`config.mk`:
```
export PLATFORM = sky130hd
export DESIGN_NAME = cpsc_top
export DESIGN_NICKNAME = d
export VERILOG_FILES = /design/src/cpsc_sync.v /design/src/cpsc_top.v
export VERILOG_INCLUDE_DIRS = /design/src
export SDC_FILE = /design/constraint.sdc
export NUM_CORES = 1
export LEC_CHECK = 0
export ABC_AREA = 1
export BUFFER_PORTS_ARGS = -buffer_cell sky130_fd_sc_hd__buf_2
export CORE_ASPECT_RATIO = 2
export CORE_UTILIZATION = 25
export CTS_CLUSTER_DIAMETER = 60
export CTS_CLUSTER_SIZE = 12
export DETAILED_ROUTE_END_ITERATION = 10
export GPL_TIMING_DRIVEN = 0
export PLACE_DENSITY = 0.51
export SYNTH_ARGS = -nofsm -noshare
export SYNTH_HDL_FRONTEND = slang
export SYNTH_SLANG_ARGS = --single-unit
```
`constraint.sdc`:
```
create_clock -name core_clk -period 5.64 [get_ports core_clk]
set_input_delay 0.564 -clock core_clk [delete_from_list [all_inputs] [get_ports core_clk]]
set_output_delay 0.564 -clock core_clk [all_outputs]
set_load 0.02 [all_outputs]
```
`src/cpsc_defs.vh`:
```
// constants of the clock prescale and sleep control block
`ifndef CPSC_DEFS_VH
`define CPSC_DEFS_VH

// register indexes; byte address is four times the index
`define CPSC_IDX_PRESCALE   10'h061
`define CPSC_IDX_TRIM       10'h066
`define CPSC_IDX_SLEEP      10'h053
`define CPSC_IDX_STATUS     10'h054

// clock_prescale fields and values
`define CPSC_PCE_BIT        7
`define CPSC_DIVSEL_MSB     3
`define CPSC_DIVSEL_LSB     0
`define CPSC_PCE_ONLY       8'h80
`define CPSC_DIVSEL_MAX     4'h8
`define CPSC_DIV_RST_FUSE   4'h3
`define CPSC_DIV_RST_NOFUSE 4'h0

// oscillator_trim fields
`define CPSC_TRIM_RANGE_BIT 7
`define CPSC_TRIM_RST       8'h00

// sleep_control_reg fields and mode codes
`define CPSC_SE_BIT         0
`define CPSC_SM_MSB         3
`define CPSC_SM_LSB         1
`define CPSC_SLP_RST        4'h0
`define CPSC_SM_IDLE        3'h0
`define CPSC_SM_QUIET       3'h1
`define CPSC_SM_PDOWN       3'h2
`define CPSC_SM_PSAVE       3'h3
`define CPSC_SM_RSV4        3'h4
`define CPSC_SM_RSV5        3'h5
`define CPSC_SM_STBY        3'h6
`define CPSC_SM_ESTBY       3'h7

// timing counts in cycles
`define CPSC_PCE_WINDOW     3'h4
`define CPSC_HALT_CYCLES    4'h4
`define CPSC_STBY_WAKE      4'h6
`define CPSC_OSC_STARTUP    4'h6
`define CPSC_INIT_CYCLES    2'h3

`endif

```
`src/cpsc_sync.v`:
```
// two flip-flop synchroniser for pin inputs
`timescale 1ns/1ps
`default_nettype none
module cpsc_sync #(
   parameter W = 1
) (
   input  wire         clk,     // sampling clock
   input  wire         nrst,    // async reset, active low
   input  wire         clk_en,  // freeze when low
   input  wire [W-1:0] d,       // asynchronous inputs
   output reg  [W-1:0] q        // synchronised outputs
);
   reg [W-1:0] meta_reg;

   always @(posedge clk or negedge nrst)
   begin
      if (!nrst)
      begin
         meta_reg <= {W{1'b0}};
         q        <= {W{1'b0}};
      end
      else if (clk_en)
      begin
         meta_reg <= d;
         q        <= meta_reg;
      end
   end
endmodule // cpsc_sync
`default_nettype wire

```
`src/cpsc_top.v`:
```
// clock prescaler, oscillator trim and sleep control with apb registers
//
// Local design decision: register access over APB.
`timescale 1ns/1ps
`default_nettype none
`include "cpsc_defs.vh"

// How it works
// - reset loads factory trim; writes retune oscillator
// - top trim bit selects low/high range
// - low seven bits tune within range
// - change enable sets only on 0x80 write
// - change enable clears after four or divide write
// - rewriting change enable neither restarts nor clears
// - divide select gives factor two to power
// - divided tick drives cpu and peripherals
// - reset divide is zero or three by fuse
// - any legal divide accepted regardless of fuse
// - sleep needs enable bit plus sleep instruction
// - each mode gates its own clock set
// - wake sources depend on sleep mode
// - upper external lines wake only when level, except in idle mode
// - timer oscillator kept only for async timer2
// - cpu halted four cycles after start-up
// - wake leaves register file and sram intact
// - reset in sleep restarts from reset vector
// - mode encoding per three select bits
// - divide changes happen without short periods
// - standby wake-up takes six cycles
module cpsc_top (
   input  wire        core_clk,             // undivided master clock
   input  wire        nrst,                 // async reset, active low
   input  wire        clk_en,               // freezes all state when low
   input  wire        psel,                 // apb select
   input  wire        penable,              // apb enable
   input  wire        pwrite,               // apb direction
   input  wire [11:0] paddr,                // apb byte address
   input  wire [31:0] pwdata,               // apb write data
   output reg  [31:0] prdata,               // apb read data
   output reg         pready,               // apb ready
   output reg         pslverr,              // apb error, unmapped address
   input  wire        divide_by_eight_fuse, // fuse strap pin
   input  wire [7:0]  factory_trim,         // factory calibration pins
   input  wire        sleep_instr,          // cpu executes sleep, pulse
   input  wire [7:0]  ext_irq_lines,        // external interrupt pins
   input  wire [3:0]  ext_irq_upper_level,  // upper lines in level mode
   input  wire        pin_change_irq,       // pin change pin
   input  wire        twi_addr_match,       // two_wire_interface match
   input  wire        watchdog_irq,         // watchdog_unit interrupt
   input  wire        timer2_irq,           // timer2 interrupt
   input  wire        timer2_async,         // timer2 on async clock
   input  wire        mem_ready_irq,        // self_program_store or eeprom ready
   input  wire        adc_irq,              // converter done
   input  wire        other_io_irq,         // any other io interrupt
   output reg         sys_clk_en,           // divided clock enable tick
   output reg  [7:0]  trim_value,           // oscillator trim to analog
   output reg         cpu_clk_run,          // cpu clock gate
   output reg         flash_clk_run,        // flash clock gate
   output reg         io_clk_run,           // io clock gate
   output reg         adc_clk_run,          // converter clock gate
   output reg         async_clk_run,        // async_timer_clock gate
   output reg         main_osc_run,         // main source enable
   output reg         timer_osc_run,        // timer oscillator enable
   output reg         cpu_halt,             // cpu held while not active
   output reg         cpu_resume,           // pulse, wake sequence done
   output reg         sleeping              // device in a sleep state
);
   localparam ST_ACTIVE = 2'h0;
   localparam ST_SLEEP  = 2'h1;
   localparam ST_START  = 2'h2;
   localparam ST_HALT   = 2'h3;

   localparam [11:0] A_PRE = {`CPSC_IDX_PRESCALE, 2'b00};
   localparam [11:0] A_TRM = {`CPSC_IDX_TRIM, 2'b00};
   localparam [11:0] A_SLP = {`CPSC_IDX_SLEEP, 2'b00};
   localparam [11:0] A_STA = {`CPSC_IDX_STATUS, 2'b00};

   wire [17:0] sync_q;
   wire [7:0]  ext_s   = sync_q[7:0];
   wire        pin_s   = sync_q[8];
   wire [7:0]  ftrim_s = sync_q[16:9];
   wire        fuse_s  = sync_q[17];

   cpsc_sync #(
      .W (18)
   ) u_sync (
      .clk    (core_clk),
      .nrst   (nrst),
      .clk_en (clk_en),
      .d      ({divide_by_eight_fuse, factory_trim, pin_change_irq, ext_irq_lines}),
      .q      (sync_q)
   );

   // straps captured a few cycles after reset release
   reg [1:0] init_cnt_reg;
   reg       init_done_reg;
   wire      load = ~init_done_reg & (init_cnt_reg == `CPSC_INIT_CYCLES);

   always @(posedge core_clk or negedge nrst)
   begin
      if (!nrst)
      begin
         init_cnt_reg  <= 2'h0;
         init_done_reg <= 1'b0;
      end
      else if (clk_en && !init_done_reg)
      begin
         if (load)
            init_done_reg <= 1'b1;
         else
            init_cnt_reg <= init_cnt_reg + 2'h1;
      end
   end

   // apb decode, one wait state
   wire       hit_pre = (paddr == A_PRE);
   wire       hit_trm = (paddr == A_TRM);
   wire       hit_slp = (paddr == A_SLP);
   wire       hit_sta = (paddr == A_STA);
   wire       mapped  = hit_pre | hit_trm | hit_slp | hit_sta;
   wire       rd_phase = psel & penable & ~pready;
   wire       wr_do   = psel & penable & pready & pwrite;
   wire [7:0] wd      = pwdata[7:0];
   wire       wr_pre  = wr_do & hit_pre;
   wire       wr_trm  = wr_do & hit_trm;
   wire       wr_slp  = wr_do & hit_slp;

   reg        pce_reg;
   reg [2:0]  pce_cnt_reg;
   reg [3:0]  div_sel_reg;
   reg [3:0]  div_act_reg;
   reg [7:0]  div_cnt_reg;
   reg [3:0]  slp_ctl_reg;
   reg [1:0]  state_reg;
   reg [2:0]  mode_reg;
   reg [3:0]  wait_reg;
   reg [7:0]  rdata;

   always @*
   begin
      rdata = 8'h00;
      if (hit_pre)
         rdata = {pce_reg, 3'h0, div_sel_reg};
      else if (hit_trm)
         rdata = trim_value;
      else if (hit_slp)
         rdata = {4'h0, slp_ctl_reg};
      else if (hit_sta)
         rdata = {init_done_reg, pce_reg, state_reg, div_act_reg};
   end

   always @(posedge core_clk or negedge nrst)
   begin
      if (!nrst)
      begin
         pready  <= 1'b0;
         pslverr <= 1'b0;
         prdata  <= 32'h0000_0000;
      end
      else if (clk_en)
      begin
         pready  <= rd_phase;
         pslverr <= rd_phase & ~mapped;
         if (rd_phase)
            prdata <= pwrite ? 32'h0000_0000 : {24'h00_0000, rdata};
      end
   end

   // glitch-free divider: new factor only at a boundary of the old one
   wire [8:0] mask9   = (9'h001 << div_act_reg) - 9'h001;
   wire [7:0] mask    = mask9[7:0];
   wire       sys_tick = ((div_cnt_reg & mask) == mask);

   always @(posedge core_clk or negedge nrst)
   begin
      if (!nrst)
      begin
         div_cnt_reg <= 8'h00;
         div_act_reg <= 4'h0;
         sys_clk_en  <= 1'b0;
      end
      else if (clk_en)
      begin
         sys_clk_en <= sys_tick;
         if (sys_tick)
         begin
            div_cnt_reg <= 8'h00;
            div_act_reg <= div_sel_reg;
         end
         else
            div_cnt_reg <= div_cnt_reg + 8'h01;
      end
   end

   // change protocol
   wire pce_only = (wd == `CPSC_PCE_ONLY);
   wire div_ok   = ~wd[`CPSC_PCE_BIT] & (wd[`CPSC_DIVSEL_MSB:`CPSC_DIVSEL_LSB] <= `CPSC_DIVSEL_MAX);

   always @(posedge core_clk or negedge nrst)
   begin
      if (!nrst)
      begin
         pce_reg     <= 1'b0;
         pce_cnt_reg <= 3'h0;
         div_sel_reg <= `CPSC_DIV_RST_NOFUSE;
      end
      else if (clk_en)
      begin
         if (load)
            div_sel_reg <= fuse_s ? `CPSC_DIV_RST_FUSE : `CPSC_DIV_RST_NOFUSE;
         if (wr_pre && pce_only && !pce_reg)
         begin
            pce_reg     <= 1'b1;
            pce_cnt_reg <= 3'h0;
         end
         else if (pce_reg && wr_pre && !pce_only)
         begin
            pce_reg <= 1'b0;
            if (div_ok)
               div_sel_reg <= wd[`CPSC_DIVSEL_MSB:`CPSC_DIVSEL_LSB];
         end
         else if (pce_reg && sys_tick)
         begin
            // window counted in divided cycles; rewrite of 0x80 lands here
            if (pce_cnt_reg == `CPSC_PCE_WINDOW - 3'h1)
               pce_reg <= 1'b0;
            pce_cnt_reg <= pce_cnt_reg + 3'h1;
         end
      end
   end

   // trim register and sleep control register
   always @(posedge core_clk or negedge nrst)
   begin
      if (!nrst)
      begin
         trim_value  <= `CPSC_TRIM_RST;
         slp_ctl_reg <= `CPSC_SLP_RST;
      end
      else if (clk_en)
      begin
         if (load)
            trim_value <= ftrim_s;
         else if (wr_trm)
            trim_value <= wd;
         if (wr_slp)
            slp_ctl_reg <= wd[3:0];
      end
   end

   // wake qualification
   wire [2:0] sm       = slp_ctl_reg[`CPSC_SM_MSB:`CPSC_SM_LSB];
   wire       mode_ok  = (sm != `CPSC_SM_RSV4) && (sm != `CPSC_SM_RSV5);
   wire       enter    = sleep_instr & slp_ctl_reg[`CPSC_SE_BIT] & mode_ok & init_done_reg;
   wire       fast_mode = (mode_reg == `CPSC_SM_IDLE) || (mode_reg == `CPSC_SM_QUIET);
   wire       stby_mode = (mode_reg == `CPSC_SM_STBY) || (mode_reg == `CPSC_SM_ESTBY);
   reg  [3:0] upper_ok;
   reg        w_t2;
   reg        w_mem;
   reg        w_oth;
   reg        wake;

   always @*
   begin
      upper_ok = ext_s[7:4];
      if (mode_reg != `CPSC_SM_IDLE)
         upper_ok = ext_s[7:4] & ext_irq_upper_level;
      w_t2  = 1'b0;
      w_mem = 1'b0;
      w_oth = 1'b0;
      case (mode_reg)
         `CPSC_SM_IDLE:
         begin
            w_t2  = 1'b1;
            w_mem = 1'b1;
            w_oth = 1'b1;
         end
         `CPSC_SM_QUIET:
         begin
            w_t2  = timer2_async;
            w_mem = 1'b1;
         end
         `CPSC_SM_PSAVE:
            w_t2 = 1'b1;
         `CPSC_SM_ESTBY:
            w_t2 = 1'b1;
         default:
            w_t2 = 1'b0;
      endcase
      wake = (|ext_s[3:0]) | (|upper_ok) | pin_s | twi_addr_match | watchdog_irq
           | (w_t2 & timer2_irq) | (w_mem & (mem_ready_irq | adc_irq))
           | (w_oth & other_io_irq);
   end

   // sleep sequencer; only clocks are gated, no state is cleared
   always @(posedge core_clk or negedge nrst)
   begin
      if (!nrst)
      begin
         state_reg  <= ST_ACTIVE;
         mode_reg   <= `CPSC_SM_IDLE;
         wait_reg   <= 4'h0;
         cpu_resume <= 1'b0;
      end
      else if (clk_en)
      begin
         cpu_resume <= 1'b0;
         case (state_reg)
            ST_ACTIVE:
            begin
               if (enter)
               begin
                  state_reg <= ST_SLEEP;
                  mode_reg  <= sm;
               end
            end
            ST_SLEEP:
            begin
               if (wake)
               begin
                  if (fast_mode)
                  begin
                     state_reg <= ST_HALT;
                     wait_reg  <= `CPSC_HALT_CYCLES - 4'h1;
                  end
                  else
                  begin
                     state_reg <= ST_START;
                     wait_reg  <= (stby_mode ? `CPSC_STBY_WAKE : `CPSC_OSC_STARTUP) - 4'h1;
                  end
               end
            end
            ST_START:
            begin
               if (wait_reg == 4'h0)
               begin
                  state_reg <= ST_HALT;
                  wait_reg  <= `CPSC_HALT_CYCLES - 4'h1;
               end
               else
                  wait_reg <= wait_reg - 4'h1;
            end
            ST_HALT:
            begin
               if (wait_reg == 4'h0)
               begin
                  state_reg  <= ST_ACTIVE;
                  cpu_resume <= 1'b1;
               end
               else
                  wait_reg <= wait_reg - 4'h1;
            end
            default:
               state_reg <= ST_ACTIVE;
         endcase
      end
   end

   // clock gates {cpu, flash, io, adc, async, main, timer osc}
   reg [6:0] gate;

   always @*
   begin
      gate = {6'h3f, timer2_async};
      if (state_reg == ST_SLEEP)
      begin
         case (mode_reg)
            `CPSC_SM_IDLE:  gate = {2'h0, 4'hf, timer2_async};
            `CPSC_SM_QUIET: gate = {3'h0, 3'h7, timer2_async};
            `CPSC_SM_PDOWN: gate = 7'h00;
            `CPSC_SM_PSAVE: gate = {4'h0, 1'b1, 1'b0, timer2_async};
            `CPSC_SM_STBY:  gate = 7'h02;
            `CPSC_SM_ESTBY: gate = {4'h0, timer2_async, 1'b1, timer2_async};
            default:        gate = 7'h00;
         endcase
      end
      else if (state_reg != ST_ACTIVE)
         gate = {2'h0, 4'hf, timer2_async};
   end

   always @(posedge core_clk or negedge nrst)
   begin
      if (!nrst)
      begin
         cpu_clk_run   <= 1'b0;
         flash_clk_run <= 1'b0;
         io_clk_run    <= 1'b0;
         adc_clk_run   <= 1'b0;
         async_clk_run <= 1'b0;
         main_osc_run  <= 1'b0;
         timer_osc_run <= 1'b0;
         cpu_halt      <= 1'b1;
         sleeping      <= 1'b0;
      end
      else if (clk_en)
      begin
         cpu_clk_run   <= gate[6];
         flash_clk_run <= gate[5];
         io_clk_run    <= gate[4];
         adc_clk_run   <= gate[3];
         async_clk_run <= gate[2];
         main_osc_run  <= gate[1];
         timer_osc_run <= gate[0];
         cpu_halt      <= (state_reg != ST_ACTIVE) | ~init_done_reg;
         sleeping      <= (state_reg == ST_SLEEP);
      end
   end
endmodule // cpsc_top
`default_nettype wire

```
==> impl_results.md, run 1 <==
- Outcome: complete, no violations
- Count of final hold-check violations: 0
- Worst-path maximum fanout: 6
- P_leak: 3.37 nW
- Layout cells sized above 1: 19.2%
- Post-Syn Instances: between 600 and 700
- I/O Buffers: 84
- Required time of the critical path: 5.88 ns
- Delay-heaviest family, CP: simple AND/OR/NAND/NOR gates
- CP bufs+invs: 1
- Placed cells: 1,056
- Ant. Diodes: 0
- Effective utilization at floorplan: 25.6%
- Post-Route WL: between 15,000 and 20,000 microns
- CORE AREA: 0.0206 sq mm
- Max-cap violations: 0
- Setup CP Type: flip-flop to flip-flop
- Vias in the first global route: approximately 4,800
- Inserted Clock Buffers: 9
- CTS tree: done
- CTS root buf: clkbuf_16
- GPL Wtd Cong: 0.813
- Crit end category: flip-flop
- Overflow after GRT: 0
- Post-CTS Setup Bufs: 0
- Flip-flop and latch area: 0.00250 sq mm
- Antenna viol nets, final: 0
- RSZ-0062 raised after global routing: false
- Cell variety after synth: 39
- Startpoint class of the critical path: flip-flop
- Synthesized area: 0.00527 sq mm
- Final WS setup: 3.49 ns
- Post-CTS sizing: 0
- Die W: 105 microns
- Yosys warnings: 0
- First-pass GRT wire length: 24,200 microns
- Max-slew headroom: 44.7%
- Overall via count from detail_route: 4,650
- HP Class: primary input to async pin
- Final setup vio count: 0
- Bufs on Longest Clock Path: 2
- Post-Route Setup TNS: 0 ns
- CP dominant cell by count: nand2_1
- Tmin final: roughly 2.1 ns
- DRC viols: 0
- Leading cell type in the layout, fill and taps excluded: nand2_1
- Non-filler instance count after layout: 1,072
- CP cell instances: nor2_4 -> nand2_1 -> ha_1 -> inv_1 -> nand2_1 -> nand2_1 -> nor2_1 -> nand3_1 -> nor2_2 -> nand2_1 -> nand2_1 -> nand3_2 -> nand2_1 -> o21ai_1
- Die Y-Extent: 207 microns
- Full die area: 0.0217 sq mm
- Clock Latency Late Sink: 0.35 ns
- Crit-path slowest cell: dfrtp_1
- Vias per cell: 4.34
- Area growth from synthesis to layout: 22.3%
- Crit path DAT: 2.39 ns
- Critical path's largest stage delay: between 0.4 and 0.5 ns
- Syn Area/Cell: 7.73 sq um
- DR WL/cell: 14.1 microns
- Nets@finish: slightly below 900
- Fmax: between 400 and 500 MHz
- #FFs+latches synth: 100
- Sequential share of the synthesized area: 47.5%
- P per Cell Area: 334 mW/mm^2
- Multi-input gate area: ~0.0023 sq mm
- Setup WS pre-CTS: between 3 and 4 ns
- Total GRT Usage: 14.5%
- Worst-Margin Slew: just over 0.8 ns
- Worst Skew: 0.0132 ns
- Period utilisation layout: 38.1%
- Initial antenna violation count: 0
- Ports: approximately 130
- Most frequent cells in the layout: nand2_1, dfrtp_1, buf_2
- TritonCTS sink count: 100
- Fillers: 2,246
- Htree depth: 3
- Initial DRC count: 210
- Post-CTS Hold Buffers: 0
- Std-Cell Rows: 74
- TritonRoute pass-1 iters: 4
- DP Wirelength: 11,900 microns
- Final Max Tran Viols: 0
- Worst VDD drop: 0.157 mV
- Largest net degree at the start of global routing: between 60 and 70
- CTS clk-pin slew, worst paths: 0.07 ns
[synthesized netlist by cell type]
master	number	area share, %
xnor2_1	2	0.33
or2_2	2	0.24
nor2_4	1	0.21
o22ai_1	2	0.24
nand2_1	207	15
o21ai_0	52	4.9
a31oi_1	5	0.59
nor4_1	1	0.12
inv_1	81	5.8
ha_1	12	2.8
nand3_2	2	0.38
nand2_4	1	0.21
a211oi_1	1	0.14
inv_2	5	0.36
a311oi_1	1	0.17
nand4_1	7	0.83
nand3b_1	2	0.28
nand3_1	36	3.4
clkbuf_1	12	0.85
a32oi_1	1	0.17
xor2_1	1	0.17
a21oi_1	23	2.2
nor3_4	1	0.31
buf_4	25	3.6
conb_1	1	0.071
nor3_1	4	0.38
nand2_2	1	0.12
nor3_2	4	0.76
nor2_2	6	0.71
mux2_2	1	0.21
nor2_1	55	3.9
buf_2	1	0.095
buf_6	3	0.64
o21ai_1	16	1.5
nor3b_1	1	0.14
o22a_1	1	0.17
dfstp_2	1	0.50
dfrtp_1	99	47
o211ai_1	5	0.71
[worst paths after layout]
| check | start | endpoint | slack [ns] | cells after the start |
|---|---|---|---|---|
| worst min-delay path | nrst | u_sync.q[14] | 0.30 | 1 |
| min in group core_clk | factory_trim[1] | u_sync.meta_reg[10] | 0.41 | 3 |
| worst min register to register | u_sync.meta_reg[11] | u_sync.meta_reg[11] | 0.47 | 2 |
| max in group asynchronous | nrst | cpu_halt | 4.57 | 2 |
| worst max-delay path | div_act_reg[3] | pce_cnt_reg[2] | 3.49 | 14 |
| worst max register to register | div_act_reg[3] | pce_cnt_reg[2] | 3.49 | 14 |
[logic make-up after synthesis]
| group | after synthesis | share of synthesized area [%] |
|---|---|---|
| other cells | 1 | 0.0711 |
| fa+ha+maj | 12 | 2.85 |
| simple gates | 331 | 26.8 |
| xor+xnor | 3 | 0.499 |
| compound gates | 107 | 10.8 |
| flops | 100 | 47.5 |
| mux | 1 | 0.214 |
| buf+inv | 127 | 11.3 |
[through the flow]
step	instance area, sq um	hold WS (ns)	util, %	power, W
2_1_floorplan	5360	0.268	-	0.00131
3_3_place_gp	6110	0.454	29.7	0.00148
3_5_place_dp	6130	0.459	29.8	0.00150
4_1_cts	6450	0.330	31.4	0.00218
5_1_grt	6450	0.366	31.4	0.00229
6_report	6450	0.298	31.4	0.00215
[layout make-up]
class,instances,share of cell area (%)
buffer,41,4.21
clock buffer,9,3.49
clock inverter,7,1.38
inverter,86,5.01
multi-input combinational,478,35.0
sequential,100,38.8
tap,266,5.16
timing repair buffer,85,6.87
[layer usage]
layer,GRT usage [%],vias up,wire length (microns)
met5,0,-,0
met4,7.43,0,395
met3,2.01,20,546
met2,29.1,116,8800
met1,13.8,2157,5330
li1,-,2357,-
[power breakdown]
group / total, W / leakage [nW] / internal (W) / switching (W)
logic: 0.000549 / 1.98 / 0.000203 / 0.000346
registers: 0.000930 / 1.24 / 0.000832 / 0.0000980
clock network: 0.000674 / 0.159 / 0.000388 / 0.000286
total: 0.00215 / 3.37 / 0.00142 / 0.000730
No activity file was read; power rests on OpenSTA's default activity.
==> run 2: changes to the inputs <==
PLACE_DENSITY = 0.52   (was 0.51)
clock period = 1.9 ns   (was 5.64 ns; I/O delays follow)
==> run 2 against run 1 <==
Compared with the run above:
- the run now ends with setup timing left
- critical path depth is 1 lower
- sequential cell count did not move
- sequential share of layout area shrank 0.80 points
- cell count grew 0.93%
- combinational power rose to 3.2 times the previous value
- power rose to 3.0 times the previous value
- core utilization grew 0.72 points
- non-clock buffer count up 10
- critical path type unchanged
- register-to-register slack got worse by 3.6 ns
- critical endpoint is now div_cnt_reg[2]
- first-iteration DRC count down 7.1%
==> impl_results.md, run 2 (synthesis results as in run 1) <==
- Outcome: finished, violations left
- Failing checks: setup timing
- Nets@finish: 903 (+1.1%)
- HP Class: primary input to flip-flop
- Most frequent cells in the layout: nand2_1, dfrtp_1, buf_2
- Max-cap violations: 0 (unchanged)
- Overflow after GRT: 0 (unchanged)
- Startpoint class of the critical path: flip-flop
- Final core utilization: 32.1% (+0.72 points)
- Met1 usage: 13.1% (-0.66 points)
- Fmax: 507 MHz (+8.9%)
- Setup WS pre-CTS: -0.276 ns (-3.74 ns)
- WHS: 0.0317 ns (-0.266 ns)
- Crit path DAT: 2.22 ns (-0.17 ns)
- Inserted Clock Buffers: 9 (unchanged)
- Hold Crit Start: ext_irq_lines[2]
- Non-filler instance count after layout: 1,082 (+0.93%)
- Worst-Margin Slew: 0.775 ns (-0.0554 ns)
- Layout cells sized above 1: 22.2% (+3.0 points)
- CORE AREA: 0.0206 sq mm (unchanged)
- Flip-flop and latch area: 0.00251 sq mm (+0.20%)
- Initial DRC count: 195 (-7.1%)
- Std-Cell Rows: 74 (unchanged)
- Setup CP Type: flip-flop to flip-flop
- Ports: 133 (unchanged)
- Overall via count from detail_route: 4,650 (unchanged)
- Total GRT Usage: 14.3% (-0.15 points)
- Ant. Diodes: 0 (unchanged)
- GR Layer Usage met3: 1.79% (-0.22 points)
- DP Wirelength: 11,800 microns (-0.59%)
- Final setup vio count: 15 (+15)
- Post-Route WL: 15,200 microns (+0.80%)
- I/O Buffers: 84 (unchanged)
- Htree depth: 3 (unchanged)
- R2R Path End: div_cnt_reg[2]
- GR Layer Usage met2: 29.4% (+0.25 points)
- CTS root buf: clkbuf_16
- RSZ-0062 raised after global routing: true
- Initial antenna violation count: 0 (unchanged)
- Full die area: 0.0217 sq mm (unchanged)
- Vias in the first global route: 4,675 (-2.2%)
- Max-slew headroom: 48.4% (+3.7 points)
- Period utilisation layout: 104% (+66 points)
- DRC viols: 0 (unchanged)
- Worst VDD drop: 0.476 mV (+200%)
- Largest net degree at the start of global routing: 57 (-6.6%)
- P_leak: 3.42 nW (+1.5%)
- P per Cell Area: 977 mW/mm^2 (+190%)
- CTS clk-pin slew, worst paths: 0.07 ns (about the same)
- Bufs on Longest Clock Path: 2 (unchanged)
- Worst Skew: 0.0101 ns (-0.00311 ns)
- Count of final hold-check violations: 0 (unchanged)
- Placed cells: 1,056 (unchanged)
- Vias per cell: 4.30 (-0.92%)
- TritonCTS sink count: 100 (unchanged)
- Area growth from synthesis to layout: 25.1%
- Fillers: 2,295 (+2.2%)
- Clock Latency Late Sink: 0.35 ns (about the same)
- R2r setup slk: -0.07 ns (-3.56 ns)
- Die Y-Extent: 207 microns (unchanged)
- WHS Endpoint: u_sync.meta_reg[2]
- Worst-path maximum fanout: 7 (+1)
- Final WS setup: -0.0727 ns (-3.56 ns)
- TritonRoute pass-1 iters: 4 (unchanged)
- GPL Wtd Cong: 0.845 (+3.9%)
- First-pass GRT wire length: 23,700 microns (-1.9%)
- Effective utilization at floorplan: 25.6% (unchanged)
- Global route hottest layer: met2
- DR WL/cell: 14.0 microns (-0.14%)
- CTS tree: done
- Hold Path Cell Cnt: 3
- Antenna viol nets, final: 0 (unchanged)
- Worst R2R Start: div_act_reg[3]
- R2R cell count: 13 (-1)
- Die W: 105 microns (unchanged)
- Required time of the critical path: 2.15 ns (-3.73 ns)
- Leading cell type in the layout, fill and taps excluded: nand2_1
- Multi-input gate area: 0.00232 sq mm (+2.9%)
- Final Max Tran Viols: 0 (unchanged)
- Tmin final: 1.97 ns (-0.176 ns)
- Crit end category: flip-flop
-- run 2: cell types whose count changed in the layout (fill, tap and decap cells not counted), moves of 4 or more --
cell	before	now
dfrtp_1	99	95
nand2_2	1	7
nand2_1	207	201
buf_4	26	33
dfrtp_2	0	4
-- run 2: repair_timing --
action | CTS | global route
hold buffers | 1 | 0
gates cloned | 1 | 0
buffers inserted | 6 | 2
setup endpoints to repair | 23 | 25
pin swaps | 4 | 4
endpoints found under the hold margin | 55 | 0
resized for setup | 17 | 9
-- run 2: how the worst max path moves through the flow --
stage	startpoint	end	slack (ns)	cells after the start
after floorplan	div_act_reg[2]	pce_cnt_reg[0]	0.08	14
after global placement	nrst	adc_clk_run	-0.57	1
after detailed placement	div_act_reg[3]	pce_cnt_reg[2]	-0.28	14
after CTS	div_act_reg[3]	div_cnt_reg[2]	-0.09	13
after global routing	div_act_reg[3]	div_cnt_reg[2]	-0.20	13
final	div_act_reg[3]	div_cnt_reg[2]	-0.07	13
-- run 2: layout make-up --
class                   count  share of cell area, %
plain buffers              41                   4.12
inverters                  86                   4.89
well taps                 266                   5.05
repair buffers             95                   8.12
clock buffers              11                   3.68
multi-input cells         478                   35.2
clock inverters             5                  0.873
flip-flops and latches    100                   38.0
-- run 2: routing by layer --
metal  wire [microns]  vias to the layer above
li1                 -                     2370
met1             5390                     2144
met2             8780                      108
met3              465                       28
met4              550                        0
met5                0                        -
-- run 2: worst max-delay path: stages, from the launching register on --
cell and delay [ns]:
dfrtp_2 0.42, nor2_4 0.16, nand3_2 0.07, ha_1 0.27, inv_1 0.04, nand2_1 0.06, nand2_1 0.05, nor2_1 0.09
nand3_1 0.12, nor2_4 0.17, nand3_4 0.14, buf_6 0.17, nand3b_1 0.07, inv_1 0.04
-- run 2: stage by stage --
stage | instance area [sq um] | total power, W | TNS (ns)
detailed placement | 6140 | 0.00445 | -3.20
finish | 6600 | 0.00644 | -0.660
global placement | 6110 | 0.00443 | -58.20
CTS | 6550 | 0.00643 | -0.964
global route | 6600 | 0.00684 | -2.66
floorplan | 5360 | 0.00388 | 0
-- run 2: report_power, final --
part / switching, W / internal (W)
Combinational: 0.00110 / 0.000670
Sequential: 0.000283 / 0.00248
Clock: 0.000845 / 0.00106
Total: 0.00223 / 0.00421
